$ cat config.mk
export PLATFORM = sky130hd
export DESIGN_NAME = sulcr_top
export DESIGN_NICKNAME = d
export VERILOG_FILES = /design/src/rtl/sulcr_pkg.sv /design/src/rtl/sulcr_top.sv /design/src/rtl/sulcr_turn_timer.sv
export VERILOG_INCLUDE_DIRS = /design/src /design/src/rtl
export SDC_FILE = /design/constraint.sdc
export NUM_CORES = 1
export LEC_CHECK = 0
export ABC_AREA = 1
export BUFFER_PORTS_ARGS = -buffer_cell sky130_fd_sc_hd__buf_2
export CAP_MARGIN = 25
export CORE_ASPECT_RATIO = 0.7
export CORE_MARGIN = 3
export CORE_UTILIZATION = 55
export DETAILED_ROUTE_END_ITERATION = 7
export PLACE_DENSITY = 0.87
export SYNTH_ARGS = -nofsm -noshare
export SYNTH_HDL_FRONTEND = slang
export SYNTH_SLANG_ARGS = --single-unit
$ cat constraint.sdc
create_clock -name clk_i -period 2.3 [get_ports clk_i]
set_clock_uncertainty 0.1 [all_clocks]
set_input_delay 0.46 -clock clk_i [delete_from_list [all_inputs] [get_ports clk_i]]
set_output_delay 0.46 -clock clk_i [all_outputs]
set_load 0.01 [all_outputs]
$ cat src/rtl/sulcr_cfg.svh
// register offsets, field positions, reset values and timing counts of the config bank
// Function
// - Writing one to gauge reset bit resets gauge; bit self-clears when done.
// - Override bit set: gauge follows manual value bit; clear: value ignored.
// - Temperature fault, no line supply, enable set, thermistor field above 3: hard reset.
// - Read-only three-bit field holds last reset cause since power-up.
// - Auto switching turns receive to transmit after 8/32/64/128 us idle.
// - Mode-source bit picks line commands (0) or register writes (1) for UART mode.
// - Under register control, enter bit one puts device in UART mode.
// - Under register control, abort bit one aborts UART mode.
// - Switch-source bit picks line logic (0) or register bits (1) for switches.
// - Under register control, switch bits close (1) or open (0) each switch.
// - Wakeup bit one lets low battery wake the line state machine.
// - Current-double bit doubles line limit and charge current; LDO limit unchanged.
// - Re-init bit one restores charger registers whenever charger machine starts.
// - System LDO enable bit switches LDO; resets to one.
// - Two-bit field selects undervoltage threshold 2.7/2.9/3.0/3.2 V.
// - Two-bit field selects sink current 50.3/70.4/90.4/110.5 mA.
// - Two-bit field selects pulse threshold 75/90/105/120 mV.
// - Low-power enable bit switches low-power operation; resets to one.
`ifndef SULCR_CFG_SVH
`define SULCR_CFG_SVH

////////////////////////////////////////////////////////////////////////////////
// offsets
`define SULCR_OFS_BOOT_CMD 8'h1b
`define SULCR_OFS_LAST_RST 8'h1c
`define SULCR_OFS_TURN_CTL 8'h20
`define SULCR_OFS_MODE_CTL 8'h21
`define SULCR_OFS_SYS_CFG 8'h30
`define SULCR_OFS_LINE_TX 8'h31

////////////////////////////////////////////////////////////////////////////////
// writable masks and reset values
`define SULCR_MSK_BOOT_CMD 8'he1
`define SULCR_MSK_TURN_CTL 8'h07
`define SULCR_MSK_MODE_CTL 8'h7f
`define SULCR_MSK_SYS_CFG 8'hdf
`define SULCR_MSK_LINE_TX 8'hc3
`define SULCR_RST_BOOT_CMD 8'h00
`define SULCR_RST_TURN_CTL 8'h00
`define SULCR_RST_MODE_CTL 8'h40
`define SULCR_RST_SYS_CFG 8'hc4
`define SULCR_RST_LINE_TX 8'h41

////////////////////////////////////////////////////////////////////////////////
// field positions
`define SULCR_B_GAUGE_RST 7
`define SULCR_B_GAUGE_OVR 6
`define SULCR_B_GAUGE_VAL 5
`define SULCR_B_TEMP_HRST 0
`define SULCR_B_RST_LO 5
`define SULCR_B_AUTO_EN 2
`define SULCR_B_TMO_LO 0
`define SULCR_B_TMO_TMR 6
`define SULCR_B_MODE_SRC 5
`define SULCR_B_MODE_ENT 4
`define SULCR_B_MODE_ABR 3
`define SULCR_B_SW_SRC 2
`define SULCR_B_TX_SW 1
`define SULCR_B_RX_SW 0
`define SULCR_B_CHG_WAKE 7
`define SULCR_B_LOW_PWR 6
`define SULCR_B_CUR_X2 4
`define SULCR_B_CHG_INIT 3
`define SULCR_B_LDO_EN 2
`define SULCR_B_UVLO_LO 0
`define SULCR_B_SINK_LO 6
`define SULCR_B_THR_LO 0
`define SULCR_THM_LIMIT 3

////////////////////////////////////////////////////////////////////////////////
// turnaround timeouts
`define SULCR_CLK_MHZ 25
`define SULCR_TMO0_US 8
`define SULCR_TMO1_US 32
`define SULCR_TMO2_US 64
`define SULCR_TMO3_US 128
`define SULCR_TMO0_CYC (`SULCR_TMO0_US * `SULCR_CLK_MHZ)
`define SULCR_TMO1_CYC (`SULCR_TMO1_US * `SULCR_CLK_MHZ)
`define SULCR_TMO2_CYC (`SULCR_TMO2_US * `SULCR_CLK_MHZ)
`define SULCR_TMO3_CYC (`SULCR_TMO3_US * `SULCR_CLK_MHZ)

`endif

$ cat src/rtl/sulcr_pkg.sv
// types of the config register bank
package sulcr_pkg;
  typedef enum logic {
    SULCR_DIR_RX,
    SULCR_DIR_TX
  } sulcr_dir_e;
  typedef enum logic [2:0] {
    SULCR_RST_NONE = 3'h0,
    SULCR_RST_SOFT = 3'h1,
    SULCR_RST_HARD = 3'h2,
    SULCR_RST_BOTH = 3'h3,
    SULCR_RST_BOOT = 3'h4
  } sulcr_rst_cause_e;
  typedef logic [7:0] sulcr_byte_t;
endpackage : sulcr_pkg

$ cat src/rtl/sulcr_top.sv
// register bank for gauge, reset cause, uart turnaround and system configuration
`include "sulcr_cfg.svh"
module sulcr_top import sulcr_pkg::*; #(
  parameter int THM_W = 3,
  parameter int CNT_W = 12
) (
  // clock and reset
  input wire logic clk_i,
  input wire logic srst_i,
  // register access port
  input wire logic [7:0] reg_addr_i,
  input wire logic [7:0] reg_wdata_i,
  input wire logic reg_wr_i,
  input wire logic reg_rd_i,
  output logic [7:0] reg_rdata_o,
  // asynchronous sense inputs
  input wire logic line_present_i,
  input wire logic temp_fault_i,
  input wire logic vbat_low_i,
  input wire logic uart_rx_busy_i,
  // on-chip status and events
  input wire logic gauge_reset_done_i,
  input wire logic gauge_auto_on_i,
  input wire logic [THM_W-1:0] thermistor_enable_field_i,
  input wire logic reset_evt_i,
  input wire logic [2:0] reset_code_i,
  input wire logic line_uart_enter_i,
  input wire logic line_uart_exit_i,
  input wire logic line_tx_sw_i,
  input wire logic line_rx_sw_i,
  input wire logic uart_tx_done_i,
  input wire logic chg_fsm_start_i,
  // gauge and reset controls
  output logic gauge_reset_o,
  output logic gauge_on_o,
  output logic temp_hard_reset_o,
  // uart controls
  output logic uart_mode_o,
  output logic uart_tx_sw_o,
  output logic uart_rx_sw_o,
  output logic uart_tmo_timer_en_o,
  // power configuration
  output logic line_wake_o,
  output logic low_power_o,
  output logic current_double_o,
  output logic chg_reinit_o,
  output logic sys_ldo_en_o,
  output logic [1:0] undervoltage_threshold_sel_o,
  output logic [1:0] line_sink_current_sel_o,
  output logic [1:0] line_pulse_threshold_sel_o
);

  //////////////////////////////////////////////////////////////////////////////
  // pin synchronisers: change accepted once stages two and three agree
  localparam int NSYNC = 4;
  logic [NSYNC-1:0] pin_raw;
  logic [NSYNC-1:0] sync1_r;
  logic [NSYNC-1:0] sync2_r;
  logic [NSYNC-1:0] sync3_r;
  logic [NSYNC-1:0] pin_r;
  logic line_present;
  logic temp_fault;
  logic vbat_low;
  logic rx_busy;

  assign pin_raw = {uart_rx_busy_i, vbat_low_i, temp_fault_i, line_present_i};

  // three-stage chain, one per pin
  genvar gi;
  for (gi = 0; gi < NSYNC; gi++) begin : g_sync
    always_ff @(posedge clk_i) begin
      if (srst_i) begin
        sync1_r[gi] <= 1'b0;
        sync2_r[gi] <= 1'b0;
        sync3_r[gi] <= 1'b0;
        pin_r[gi] <= 1'b0;
      end else begin
        sync1_r[gi] <= pin_raw[gi];
        sync2_r[gi] <= sync1_r[gi];
        sync3_r[gi] <= sync2_r[gi];
        if (sync2_r[gi] == sync3_r[gi]) begin
          pin_r[gi] <= sync3_r[gi];
        end
      end
    end
  end

  assign {rx_busy, vbat_low, temp_fault, line_present} = pin_r;

  //////////////////////////////////////////////////////////////////////////////
  // register storage
  sulcr_byte_t boot_cmd_r;
  sulcr_byte_t turn_ctl_r;
  sulcr_byte_t mode_ctl_r;
  sulcr_byte_t sys_cfg_r;
  sulcr_byte_t line_tx_r;
  logic [2:0] rst_cause_r;
  logic wr_boot;

  assign wr_boot = reg_wr_i && (reg_addr_i == `SULCR_OFS_BOOT_CMD);

  // gauge command: write sets the reset request, done clears it, set wins
  always_ff @(posedge clk_i) begin
    if (srst_i) begin
      boot_cmd_r <= `SULCR_RST_BOOT_CMD;
    end else begin
      if (wr_boot) begin
        boot_cmd_r <= reg_wdata_i & `SULCR_MSK_BOOT_CMD;
      end
      if (gauge_reset_done_i
          && !(wr_boot && reg_wdata_i[`SULCR_B_GAUGE_RST])) begin
        boot_cmd_r[`SULCR_B_GAUGE_RST] <= 1'b0;
      end
    end
  end

  // plain read-write registers, unassigned bits masked off
  always_ff @(posedge clk_i) begin
    if (srst_i) begin
      turn_ctl_r <= `SULCR_RST_TURN_CTL;
      mode_ctl_r <= `SULCR_RST_MODE_CTL;
      sys_cfg_r <= `SULCR_RST_SYS_CFG;
      line_tx_r <= `SULCR_RST_LINE_TX;
    end else if (reg_wr_i) begin
      unique case (reg_addr_i)
        `SULCR_OFS_TURN_CTL: turn_ctl_r <= reg_wdata_i & `SULCR_MSK_TURN_CTL;
        `SULCR_OFS_MODE_CTL: mode_ctl_r <= reg_wdata_i & `SULCR_MSK_MODE_CTL;
        `SULCR_OFS_SYS_CFG: sys_cfg_r <= reg_wdata_i & `SULCR_MSK_SYS_CFG;
        `SULCR_OFS_LINE_TX: line_tx_r <= reg_wdata_i & `SULCR_MSK_LINE_TX;
        default: ;
      endcase
    end
  end

  // last reset cause, cleared only by power-up reset
  always_ff @(posedge clk_i) begin
    if (srst_i) begin
      rst_cause_r <= SULCR_RST_NONE;
    end else if (reset_evt_i) begin
      rst_cause_r <= reset_code_i;
    end
  end

  //////////////////////////////////////////////////////////////////////////////
  // read port
  sulcr_byte_t rd_nxt;

  // readback mux, unmapped offsets read zero
  always_comb begin
    unique case (reg_addr_i)
      `SULCR_OFS_BOOT_CMD: rd_nxt = boot_cmd_r;
      `SULCR_OFS_LAST_RST: rd_nxt = {rst_cause_r, 5'h00};
      `SULCR_OFS_TURN_CTL: rd_nxt = turn_ctl_r;
      `SULCR_OFS_MODE_CTL: rd_nxt = mode_ctl_r;
      `SULCR_OFS_SYS_CFG: rd_nxt = sys_cfg_r;
      `SULCR_OFS_LINE_TX: rd_nxt = line_tx_r;
      default: rd_nxt = 8'h00;
    endcase
  end

  // read data held until the next read
  always_ff @(posedge clk_i) begin
    if (srst_i) begin
      reg_rdata_o <= 8'h00;
    end else if (reg_rd_i) begin
      reg_rdata_o <= rd_nxt;
    end
  end

  //////////////////////////////////////////////////////////////////////////////
  // gauge and temperature reset
  assign gauge_reset_o = boot_cmd_r[`SULCR_B_GAUGE_RST];
  assign gauge_on_o = boot_cmd_r[`SULCR_B_GAUGE_OVR] ? boot_cmd_r[`SULCR_B_GAUGE_VAL]
                    : gauge_auto_on_i;
  assign temp_hard_reset_o = boot_cmd_r[`SULCR_B_TEMP_HRST] && !line_present && temp_fault
      && (thermistor_enable_field_i > THM_W'(`SULCR_THM_LIMIT));

  //////////////////////////////////////////////////////////////////////////////
  // uart mode
  logic line_mode_r;
  logic reg_mode;

  // line-commanded mode follows enter and exit events
  always_ff @(posedge clk_i) begin
    if (srst_i) begin
      line_mode_r <= 1'b0;
    end else if (line_uart_exit_i) begin
      line_mode_r <= 1'b0;
    end else if (line_uart_enter_i) begin
      line_mode_r <= 1'b1;
    end
  end

  assign reg_mode = mode_ctl_r[`SULCR_B_MODE_ENT]
                  && !mode_ctl_r[`SULCR_B_MODE_ABR];
  assign uart_mode_o = mode_ctl_r[`SULCR_B_MODE_SRC] ? reg_mode : line_mode_r;
  assign uart_tmo_timer_en_o = mode_ctl_r[`SULCR_B_TMO_TMR];

  //////////////////////////////////////////////////////////////////////////////
  // automatic turnaround
  sulcr_dir_e dir_r;
  logic auto_on;
  logic turn_fire;
  logic [CNT_W-1:0] turn_limit;

  assign auto_on = turn_ctl_r[`SULCR_B_AUTO_EN] && uart_mode_o;

  // timeout code to cycles
  always_comb begin
    unique case (turn_ctl_r[`SULCR_B_TMO_LO +: 2])
      2'h0: turn_limit = CNT_W'(`SULCR_TMO0_CYC);
      2'h1: turn_limit = CNT_W'(`SULCR_TMO1_CYC);
      2'h2: turn_limit = CNT_W'(`SULCR_TMO2_CYC);
      2'h3: turn_limit = CNT_W'(`SULCR_TMO3_CYC);
    endcase
  end

  sulcr_turn_timer #(
    .CNT_W(CNT_W)
  ) u_turn_timer (
    .clk_i(clk_i),
    .srst_i(srst_i),
    .run_i(auto_on && (dir_r == SULCR_DIR_RX) && !rx_busy),
    .limit_i(turn_limit),
    .fire_o(turn_fire)
  );

  // direction: receive until idle timeout, back after transmit done
  always_ff @(posedge clk_i) begin
    if (srst_i || !auto_on) begin
      dir_r <= SULCR_DIR_RX;
    end else begin
      unique case (dir_r)
        SULCR_DIR_RX: if (turn_fire) dir_r <= SULCR_DIR_TX;
        SULCR_DIR_TX: if (uart_tx_done_i) dir_r <= SULCR_DIR_RX;
      endcase
    end
  end

  // switch source: register bits or line logic / auto direction
  always_comb begin
    if (mode_ctl_r[`SULCR_B_SW_SRC]) begin
      uart_tx_sw_o = mode_ctl_r[`SULCR_B_TX_SW];
      uart_rx_sw_o = mode_ctl_r[`SULCR_B_RX_SW];
    end else if (auto_on) begin
      uart_tx_sw_o = (dir_r == SULCR_DIR_TX);
      uart_rx_sw_o = (dir_r == SULCR_DIR_RX);
    end else begin
      uart_tx_sw_o = line_tx_sw_i;
      uart_rx_sw_o = line_rx_sw_i;
    end
  end

  //////////////////////////////////////////////////////////////////////////////
  // system and line configuration
  assign line_wake_o = sys_cfg_r[`SULCR_B_CHG_WAKE] && vbat_low;
  assign low_power_o = sys_cfg_r[`SULCR_B_LOW_PWR];
  assign current_double_o = sys_cfg_r[`SULCR_B_CUR_X2];
  assign chg_reinit_o = sys_cfg_r[`SULCR_B_CHG_INIT] && chg_fsm_start_i;
  assign sys_ldo_en_o = sys_cfg_r[`SULCR_B_LDO_EN];
  assign undervoltage_threshold_sel_o = sys_cfg_r[`SULCR_B_UVLO_LO +: 2];
  assign line_sink_current_sel_o = line_tx_r[`SULCR_B_SINK_LO +: 2];
  assign line_pulse_threshold_sel_o = line_tx_r[`SULCR_B_THR_LO +: 2];
endmodule : sulcr_top

$ cat src/rtl/sulcr_turn_timer.sv
// idle timer that fires once after a selectable number of cycles
module sulcr_turn_timer #(
  parameter int CNT_W = 12
) (
  // clock and reset
  input wire logic clk_i,
  input wire logic srst_i,
  // control
  input wire logic run_i,
  input wire logic [CNT_W-1:0] limit_i,
  // event
  output logic fire_o
);
  logic [CNT_W-1:0] cnt_r;

  // count idle cycles, saturate at the limit, clear when stopped
  always_ff @(posedge clk_i) begin
    if (srst_i || !run_i) begin
      cnt_r <= '0;
    end else if (cnt_r != limit_i) begin
      cnt_r <= cnt_r + 1'b1;
    end
  end

  // one pulse in the cycle the last idle cycle is counted
  assign fire_o = run_i && (cnt_r == limit_i - 1'b1);
endmodule : sulcr_turn_timer
==> reports/results.env, run 1 <==
LARGEST_NET_DEGREE_AT_THE_START_OF_GLOBAL_ROUTING=32
CTS_TREE='yes'
COUNT_OF_VIAS_PLACED_BY_THE_DETAILED_ROUTER=3070
ENDPOINT_KIND='output port'
SEQUENTIALPOWERSHARE=0.489
PLACEMENT_ROWS=22
ARRIVAL_PS=1560
RSZ0062_AT_GRT='no'
SHARE_OF_FINAL_LAYOUT_STANDARD_CELLS_STRONGER_THAN_DRIVE_STRENGTH_1=0.2302
IOS=65
POWER.COMBINATIONAL.FRACTION=0.057
MULTI_INPUT_AREA_UM2=1558
SYNTH-ASYNC-RESET-RATIO=0
GLOBALPLACE.CONGESTION=0.8967
DETAIL_ROUTE.ITER0.VIOLATIONS=358
CELL_INTERNAL_PWR_uW=1842
AREA_GROWTH_PCT=18.05
SYNTH_FA_HA_AREA_FRAC=0.02741
SYNTH-XOR-AREA-SHARE=0.02193
ROUTE.DETAILED.DRC=0
CAP_VIOL_MAX_COUNT=0
POST_DP_AREA_UM2=3553
FIN_AREA_UM2=3772
PATH_MAX_FANOUT=3
SLEW_VIOLATIONS=0
MAX_SLEW_MARGIN=0.7729
DIE_HEIGHT_UM=69.78
DOMINANT_COMBINATIONAL_CELL_FAMILY_BY_AREA_AFTER_SYNTHESIS='simple AND/OR/NAND/NOR gates'
CLOCK-SINKS=66
HOLD_VIOLATIONS=0
TOTAL_DIE_AREA_UM2=6776
WORSTSETUPPATHTYPE='reg2out'
DETAILEDPLACEMENTHPWL_UM=5653
FILL_CELLS=447
POWER.STATIC_LEAKAGE_uW=0.001705
POST_CTS_HOLD_BUFFER_COUNT=0
PWR_DENSITY_CELL_nW_PER_UM2=630.5
CTS.PATH.MAX_BUFFERS=2
HTREE_NUM_LEVELS=3
PERIOD_NEEDED_PS=2121
YS_SEQ_ELEMENTS=66
WORST_SLEW_PIN_SLEW_PS=339.9
FINAL.SETUP.TNS_PS=0
CRITPATHREQUIREDTIME_PS=1740
SYNTH_CELLS=435
POST_SYNTH_AND_OR_NAND_NOR_AREA_FRACTION=0.2937
CORE_REGION_AREA_UM2=5423
CLK_LATENCY_PS=350
DETAIL_ROUTE.VIAS_PER_CELL=5.330
CTS_MADE_BUFFERS=9
POSTROUTEWIRELENGTH_UM=7777
TIMING.FINAL.SETUP_VIOLATIONS=0
SEQUENTIAL_CELL_AREA_UM2=1321
WORST_R2R_PATH_DEPTH=9
FF2FF_SETUP_SLACK_PS=370
SYNTH-COMPOUND-AREA-SHARE=0.1445
CTS.REPAIR_TIMING.SETUP_BUFFER_COUNT=0
ANTENNA_LEFT=0
STATUS='finished clean'
PORT_BUFFERS=62
SYNTH.CELL_AREA_UM2=3196
SYNTH.AREA.MUX_SHARE=0
POWER_FRAC_CLOCK=0.454
START_KIND='flop'
SYNTHDISTINCTLIBCELLS=35
YOSYSWARNINGCOUNT=0
DRT_PASS1_ITERATIONS=7
LAYOUT_WORST_PATH_CYCLE_SHARE=0.9224
NUMBER_OF_GLOBAL_ROUTE_VIAS_BEFORE_REPAIR=2771
SWITCHING_SHARE=0.2257
WORST_SETUP_PATH_ENDPOINT='uart_rx_sw_o'
DIE_W_UM=97.11
GRT_ANTENNA_BEFORE_REPAIR=0
FLOORPLAN.INITIALDENSITY=0.5893
PLACED_CELLS_INCL_TAPS=560
LAYOUT.NETS=545
POST_DRT_WL_PER_CELL_UM=13.50
INSERTEDDIODECOUNT=0
SYNTH_TOP_FLOP_CELL='dfxtp_1'
GLOBALROUTETOTALUTIL=0.2359
MIN_PATH_TYPE='in2reg'
GLOBALROUTE.TOTALOVERFLOW=0
SYN_AVG_CELL_AREA_UM2=7.346
POSTSYNTHNETCOUNT=481
SYNTH-EDFF-COUNT=0
GRT_PASS1_WL_UM=12850
GATES_RESIZED_CTS_REPAIR=0
WORST_R2R_STARTPOINT='turn_ctl_r[1]'
POST-LAYOUT-TOTAL-POWER_uW=2378
SYNTH.YOSYS.SEQ_AREA_SHARE=0.4135
VDD.IR_DROP.WORST_mV=0.4151
R2R-END='u_turn_timer.cnt_r[1]'
WORST_SETUP_HOLD_PATH_CLK_SLEW_PS=70
CLOCK.FMAX_MHz=471.4
FINALNONFILLERCELLS=576
NETSWITCHINGPOWER_uW=536.7
WORST_SETUP_PATH_STARTPOINT='mode_ctl_r[5]'
ROOT_DRIVER='clkbuf_8'
worst min path at each step:
stage | start | endpoint | slack (ps) | depth (start not counted)
floorplan | sync1_r[0] | sync2_r[0] | 290 | 2
global placement | sync1_r[3] | sync2_r[3] | 290 | 2
detailed placement | sync1_r[3] | sync2_r[3] | 300 | 2
CTS | line_uart_exit_i | line_mode_r | 160 | 2
global route | line_uart_exit_i | line_mode_r | 150 | 2
finish | line_uart_exit_i | line_mode_r | 180 | 2
cells in the final DEF (no fill, tap or decap), drive strengths merged:
cell type | netlist | final
o22ai | 3 | 3
nor3 | 5 | 5
nor2 | 58 | 58
clkinv | 1 | 3
o21ai | 33 | 33
xor2 | 6 | 6
dfxtp | 66 | 66
inv | 68 | 68
buf | 10 | 64
nand3b | 1 | 1
nand2 | 80 | 80
o21bai | 2 | 2
and2 | 1 | 1
a211oi | 1 | 1
clkinvlp | 0 | 1
nand3 | 39 | 39
or2 | 2 | 2
xnor2 | 2 | 2
bufinv | 0 | 2
ha | 7 | 7
a21oi | 38 | 38
clkbuf | 1 | 11
nand4 | 4 | 4
o211ai | 7 | 7
Yosys cell counts (all sizes together) (2+ instances only):
library cell / number / area, µm²
nand3: 39 / 215.2
inv: 68 / 255.3
nor3: 5 / 36.29
xnor2: 2 / 17.52
buf: 10 / 53.80
xor2: 6 / 52.55
o21ai: 33 / 165.2
o22ai: 3 / 18.77
o21bai: 2 / 15.01
o211ai: 7 / 57.55
a21oi: 38 / 197.7
or2: 2 / 12.51
dfxtp: 66 / 1321
nand2: 80 / 335.3
nor2: 58 / 299.0
ha: 7 / 87.58
nand4: 4 / 25.02
kinds of logic after synthesis:
family | count (synthesis)
and+or+nand+nor | 190
AOI/OAI and AO/OA | 84
buffers and inverters | 80
DFF | 66
xor gates and xnor gates | 8
adders and majority gates | 7
flip-flops by register name, indices dropped and copies added, names as in the netlist:
name and cells:
sys_cfg_r 7, rx_busy 1, mode_ctl_r 7, turn_ctl_r 3, sync2_r 4, boot_cmd_r 4
line_mode_r 1, sync1_r 4, u_turn_timer.cnt_r 12, dir_r 1, reg_rdata_o 8, temp_fault 1
line_present 1, vbat_low 1, line_tx_r 4, sync3_r 4, rst_cause_r 3
critical path, cell delays in order, from the launching register on:
cell and delay, ps:
dfxtp_1 330, inv_1 120, nand2_1 80, nand2_2 80, nand2_2 50, inv_2 80, nand2_4 60, nand2_1 70
a21oi_1 50, a21oi_1 140, buf_2 150
power groups by stage:
| stage | combinational, µW | clock (µW) | sequential (µW) |
|---|---|---|---|
| 6_report | 135 | 1080 | 1160 |
| 4_1_cts | 134 | 1090 | 1160 |
| 3_5_place_dp | 132 | 0 | 1190 |
| 3_3_place_gp | 129 | 0 | 1190 |
| 5_1_grt | 150 | 1140 | 1160 |
| 2_1_floorplan | 73.4 | 0 | 1190 |
routing by layer:
metal	track usage	vias up	wire, µm
met2	0.3479	139	3329
met4	0.07944	0	93
met1	0.3273	1405	3592
li1	-	1515	-
met5	0	-	0
met3	0.07236	11	761
metrics by stage:
| stage | hold WS [ps] | setup slack [ps] | util |
|---|---|---|---|
| 6_report | 176.8 | 178.5 | 0.6957 |
| 5_1_grt | 150.2 | 76.89 | 0.6957 |
| 4_1_cts | 161.7 | 173.7 | 0.6957 |
| 3_5_place_dp | 295.4 | 487.8 | 0.6553 |
| 3_3_place_gp | 289.6 | 524.5 | 0.6553 |
| 2_1_floorplan | 288.3 | 670.5 | - |
layout make-up:
type                       instances  share of cell area
tap                               72             0.02388
timing repair buffer              64             0.08624
multi-input combinational        289              0.4129
clock buffer                      11             0.03748
inverter                          69             0.06866
sequential                        66              0.3502
clock inverter                     5             0.02056
Power figures use the tool's default switching activity.
==> run 2: changes to the inputs <==
clock period = 2.4 ns   (was 2.3 ns; I/O delays follow)
==> run 2 against run 1 <==
Against the previous run:
- first-iteration DRC count down 33%
- global-route usage up 0.52 points
- total power down 8.3%
- core utilization down 0.39 points
- largest cell class unchanged
- combinational power down 4%
- sequential cell count unchanged
- cell count unchanged
- highest routed layer unchanged
- wire length up 1.3%
- critical path depth unchanged
- non-clock buffer count unchanged
- via count down 1.1%
- sequential share of layout area up 0.20 points
==> reports/results.env, run 2 (synthesis results as in run 1) <==
STATUS='finished clean'
ARRIVAL_PS=1530
CP_CELL_SEQUENCE='inv_1 > nand2_1 > nand2_2 > nand2_2 > inv_2 > nand2_4 > nand2_1 > a21oi_1 > a21oi_1 > buf_2'
GATES_RESIZED_CTS_REPAIR=0
CLK_LATENCY_PS=340
PWR_DENSITY_CELL_nW_PER_UM2=581.7
GLOBALPLACE.CONGESTION=0.8937
CAP_VIOL_MAX_COUNT=0
ENDPOINT_KIND='output port'
LARGEST_REGISTER_FFS=12
POWER.STATIC_LEAKAGE_uW=0.001696
LAYOUT.NETS=545
GRT_PASS1_WL_UM=13190
PORT_BUFFERS=62
REGMOSTFLOPS='u_turn_timer.cnt_r'
POST-LAYOUT-TOTAL-POWER_uW=2182
LARGESTREGISTERS='u_turn_timer.cnt_r (12), reg_rdata_o (8)'
GLOBALROUTE.TOTALOVERFLOW=0
HTREE_NUM_LEVELS=3
NUMBER_OF_GLOBAL_ROUTE_VIAS_BEFORE_REPAIR=2862
SEQUENTIAL_CELL_AREA_UM2=1321
DRT_PASS1_ITERATIONS=5
MOST_COMMON_CELL_AFTER_LAYOUT_FILL_AND_TAPS_ASIDE='nand2_1'
RSZ0062_AT_GRT='no'
GRT_ANTENNA_BEFORE_REPAIR=0
ROOT_DRIVER='clkbuf_8'
CRITICAL_PATH_BUF_INV_COUNT=3
AREA_GROWTH_PCT=17.38
SLOWEST_CELL_ON_THE_CRITICAL_PATH='dfxtp_1'
LAYOUT_WORST_PATH_CYCLE_SHARE=0.8778
MAX_SLEW_MARGIN=0.7639
FILL_CELLS=457
WORST_SLEW_PIN_SLEW_PS=352.9
POSTROUTEWIRELENGTH_UM=7875
LARGEST_NET_DEGREE_AT_THE_START_OF_GLOBAL_ROUTING=32
CTS.REPAIR_TIMING.SETUP_BUFFER_COUNT=0
PERIOD_NEEDED_PS=2107
CP_TOP_FAMILY='simple AND/OR/NAND/NOR gates'
IOS=65
CTS_MADE_BUFFERS=9
INSERTEDDIODECOUNT=0
CRITPATHMAXSTAGEDELAY_PS=310
DETAIL_ROUTE.ITER0.VIOLATIONS=240
CORE_REGION_AREA_UM2=5423
SLEW_VIOLATIONS=0
DIE_W_UM=97.11
TIMING.CRITICAL_PATH.DEPTH=10
CLOCK.FMAX_MHz=474.7
FLOORPLAN.INITIALDENSITY=0.5893
MIN_PATH_TYPE='in2reg'
ANTENNA_LEFT=0
CTS.PATH.MAX_BUFFERS=2
FINALCOREUTILIZATION=0.6917
CRITPATHREQUIREDTIME_PS=1820
ROUTE.DETAILED.DRC=0
TOTAL_DIE_AREA_UM2=6776
TIMING.FINAL.SETUP_VIOLATIONS=0
START_KIND='flop'
PLACEMENT_ROWS=22
VDD.IR_DROP.WORST_mV=0.4010
MULTI_INPUT_AREA_UM2=1558
HOLD_CRIT_DEPTH=2
PATH_MAX_FANOUT=3
FIN_WORST_HOLD_SLACK_PS=201.8
CLOCK-SINKS=66
DETAILEDPLACEMENTHPWL_UM=5724
COUNT_OF_VIAS_PLACED_BY_THE_DETAILED_ROUTER=3036
SHARE_OF_FINAL_LAYOUT_STANDARD_CELLS_STRONGER_THAN_DRIVE_STRENGTH_1=0.2262
LEADING_CELL_TYPES_IN_THE_LAYOUT_FILL_AND_TAPS_EXCLUDED='72 x nand2_1, 66 x dfxtp_1, 62 x buf_2'
WORST_SETUP_HOLD_PATH_CLK_SLEW_PS=70
WORSTSETUPPATHTYPE='reg2out'
CTS_TREE='yes'
GLOBALROUTETOTALUTIL=0.2411
HOLD_VIOLATIONS=0
DETAIL_ROUTE.VIAS_PER_CELL=5.271
POST_DRT_WL_PER_CELL_UM=13.67
WORST_R2R_PATH_DEPTH=9
DIE_HEIGHT_UM=69.78
FINAL.SETUP.TNS_PS=0
POST_CTS_HOLD_BUFFER_COUNT=0
-- run 2: power by group --
part           internal, µW  switching [µW]  total (µW)
Combinational          46.7            81.9         129
Clock                   536             401         938
Sequential             1110            6.56        1120
Total                  1690             490        2180
-- run 2: area by class of cell --
type	count	area share
Inverter	69	0.06905
Clock buffer	14	0.04336
Multi-Input combinational cell	289	0.4153
Timing Repair Buffer	64	0.08672
Tap cell	72	0.02402
Sequential cell	66	0.3522
Clock inverter	2	0.009340
-- run 2: stage by stage --
| step | instances | instance area (µm²) | setup slack, ps |
|---|---|---|---|
| final | 576 | 3751 | 293.3 |
| after global routing | 576 | 3751 | 127.9 |
| after CTS | 576 | 3751 | 285.8 |
| after detailed placement | 560 | 3553 | 544.2 |
| after global placement | 560 | 3553 | 609.2 |
| after floorplan | 435 | 3196 | 770.5 |
-- run 2: metal layers --
metal | track usage | part of all wire
met5 | 0 | 0
met4 | 0.08567 | 0.014
met3 | 0.07538 | 0.088
met2 | 0.3700 | 0.44
met1 | 0.3201 | 0.46
-- run 2: worst paths after layout --
path	slack [ps]	start	end
max	290	mode_ctl_r[5]	uart_rx_sw_o
min	200	line_uart_exit_i	line_mode_r
max reg2reg	500	turn_ctl_r[1]	u_turn_timer.cnt_r[1]
min reg2reg	310	sync1_r[0]	sync2_r[0]
==> run 3: changes to the inputs <==
CORE_MARGIN = 2   (was 3)
==> run 3 against run 2 <==
Against the previous run:
- critical path depth unchanged
- critical endpoint unchanged
- largest power group unchanged
- design area fell by 0.33%
- highest routed layer unchanged
- worst setup slack improved by 5.2 ps
- register-to-register slack improved by 30 ps
==> reports/results.env, run 3 (synthesis results as in run 1) <==
FF2FF_SETUP_SLACK_PS=530
PATH_MAX_FANOUT=3
GLOBALPLACE.CONGESTION=0.8866
DETAIL_ROUTE.VIAS_PER_CELL=5.155
GATES_RESIZED_CTS_REPAIR=0
SLEW_VIOLATIONS=0
ROUTE.DETAILED.DRC=0
DRT_PASS1_ITERATIONS=5
LAYOUT_WORST_PATH_CYCLE_SHARE=0.8757
ROOT_DRIVER='clkbuf_8'
HTREE_NUM_LEVELS=3
WORST_R2R_PATH_DEPTH=9
POSTROUTEWIRELENGTH_UM=7483
GRT_PASS1_WL_UM=11810
ARRIVAL_PS=1520
TOTAL_DIE_AREA_UM2=6446
FIN_AREA_UM2=3739
MAX_SLEW_MARGIN=0.7754
CP_CELL_SEQUENCE='inv_1 > nand2_1 > nand2_2 > nand2_2 > inv_2 > nand2_4 > nand2_1 > a21oi_1 > a21oi_1 > buf_2'
ENDPOINT_KIND='output port'
HOLDPATHEND='line_mode_r'
CLK_LATENCY_PS=340
DIE_W_UM=95.11
WORST_SLEW_PIN_SLEW_PS=334.4
START_KIND='flop'
PLACEMENT_ROWS=23
LEADING_CELL_TYPES_IN_THE_LAYOUT_FILL_AND_TAPS_EXCLUDED='72 x nand2_1, 66 x dfxtp_1, 62 x buf_2'
MULTI_INPUT_AREA_UM2=1558
VDD.IR_DROP.WORST_mV=0.4647
ANTENNA_LEFT=0
CORE_REGION_AREA_UM2=5669
POWER.STATIC_LEAKAGE_uW=0.001687
LARGEST_REGISTER_FFS=12
CRITPATHMAXSTAGEDELAY_PS=320
SHARE_OF_FINAL_LAYOUT_STANDARD_CELLS_STRONGER_THAN_DRIVE_STRENGTH_1=0.2242
GLOBALROUTETOTALUTIL=0.2425
CTS.PATH.MAX_BUFFERS=2
LARGEST_NET_DEGREE_AT_THE_START_OF_GLOBAL_ROUTING=32
WORSTSETUPPATHTYPE='reg2out'
CLOCK-SINKS=66
SEQUENTIAL_CELL_AREA_UM2=1321
MIN_PATH_TYPE='in2reg'
GLOBALROUTE.TOTALOVERFLOW=0
POST_CTS_HOLD_BUFFER_COUNT=0
LAYOUT.NETS=545
DIE_HEIGHT_UM=67.78
GRT_ANTENNA_BEFORE_REPAIR=0
WORST_R2R_STARTPOINT='turn_ctl_r[0]'
MOST_COMMON_CELL_AFTER_LAYOUT_FILL_AND_TAPS_ASIDE='nand2_1'
NUMBER_OF_GLOBAL_ROUTE_VIAS_BEFORE_REPAIR=2678
CTS.REPAIR_TIMING.SETUP_BUFFER_COUNT=0
HOLD_CRIT_DEPTH=2
FLOORPLAN.INITIALDENSITY=0.5637
FINAL.SETUP.TNS_PS=0
STATUS='finished clean'
CAP_VIOL_MAX_COUNT=0
FIN_WORST_HOLD_SLACK_PS=202.6
CTS_MADE_BUFFERS=9
PORT_BUFFERS=62
POST_DP_AREA_UM2=3557
POST-LAYOUT-TOTAL-POWER_uW=2115
PERIOD_NEEDED_PS=2102
POST_DRT_WL_PER_CELL_UM=12.90
COUNT_OF_VIAS_PLACED_BY_THE_DETAILED_ROUTER=2990
PWR_DENSITY_CELL_nW_PER_UM2=565.6
IOS=65
CLOCK.FMAX_MHz=475.8
WORST_SETUP_HOLD_PATH_CLK_SLEW_PS=70
DETAIL_ROUTE.ITER0.VIOLATIONS=218
MIN_FROM='line_uart_exit_i'
CTS_TREE='yes'
DETAILEDPLACEMENTHPWL_UM=5591
FILL_CELLS=488
SLOWEST_CELL_ON_THE_CRITICAL_PATH='dfxtp_1'
REGMOSTFLOPS='u_turn_timer.cnt_r'
AREA_GROWTH_PCT=16.99
HOLD_VIOLATIONS=0
R2R-END='u_turn_timer.cnt_r[1]'
LARGESTREGISTERS='u_turn_timer.cnt_r (12), reg_rdata_o (8)'
CRITPATHREQUIREDTIME_PS=1820
TIMING.FINAL.SETUP_VIOLATIONS=0
RSZ0062_AT_GRT='no'
-- run 3: changes by cell type in the layout (fill, tap and decap cells not counted) --
cell | previous run | this run
clkbuf_1 | 3 | 4
clkbuf_8 | 11 | 9
clkinv_2 | 1 | 2
diode_2 | 0 | 1
-- run 3: worst max path at each step --
stage | startpoint | end | slack (ps)
final | mode_ctl_r[5] | uart_rx_sw_o | 300
after global routing | mode_ctl_r[5] | uart_rx_sw_o | 190
after CTS | mode_ctl_r[5] | uart_rx_sw_o | 310
after detailed placement | reg_addr_i[7] | sys_cfg_r[4] | 560
after global placement | reg_addr_i[6] | sys_cfg_r[3] | 600
after floorplan | turn_ctl_r[0] | u_turn_timer.cnt_r[0] | 770
-- run 3: per-stage QoR --
step / worst slack [ps] / std cells / util
6_report: 298.4 / 580 / 0.6595
3_3_place_gp: 595.9 / 563 / 0.6275
5_1_grt: 194.6 / 579 / 0.6590
2_1_floorplan: 770.5 / 435 / -
4_1_cts: 305.3 / 579 / 0.6590
3_5_place_dp: 559.6 / 563 / 0.6275
-- run 3: where the power goes --
group,internal (µW),total (µW),switching [µW]
sequential,1110,1120,6.12
clock,478,870,392
combinational,46.8,130,82.7
-- run 3: worst max-delay path, delay by kind of cell (launching register included) --
family / cells / cell delay (ps)
compound gates: 2 / 160
buf+inv: 3 / 340
flops: 1 / 320
simple gates: 5 / 370
-- run 3: final cells by class --
class | count | area share
Inverter | 69 | 0.06928
Multi-Input combinational cell | 289 | 0.4167
Clock inverter | 3 | 0.01071
Antenna cell | 1 | 0.0006693
Clock buffer | 13 | 0.03715
Tap cell | 75 | 0.02510
Timing Repair Buffer | 64 | 0.08701
Sequential cell | 66 | 0.3534
-- run 3: per-layer routing --
metal  routed length, µm  global-route usage  vias to the layer above
li1                    -                   -                     1518
met1                3441              0.3256                     1332
met2                3229              0.3697                      124
met3                 716             0.07478                       16
met4                  95             0.08514                        0
met5                   0                   0                        -
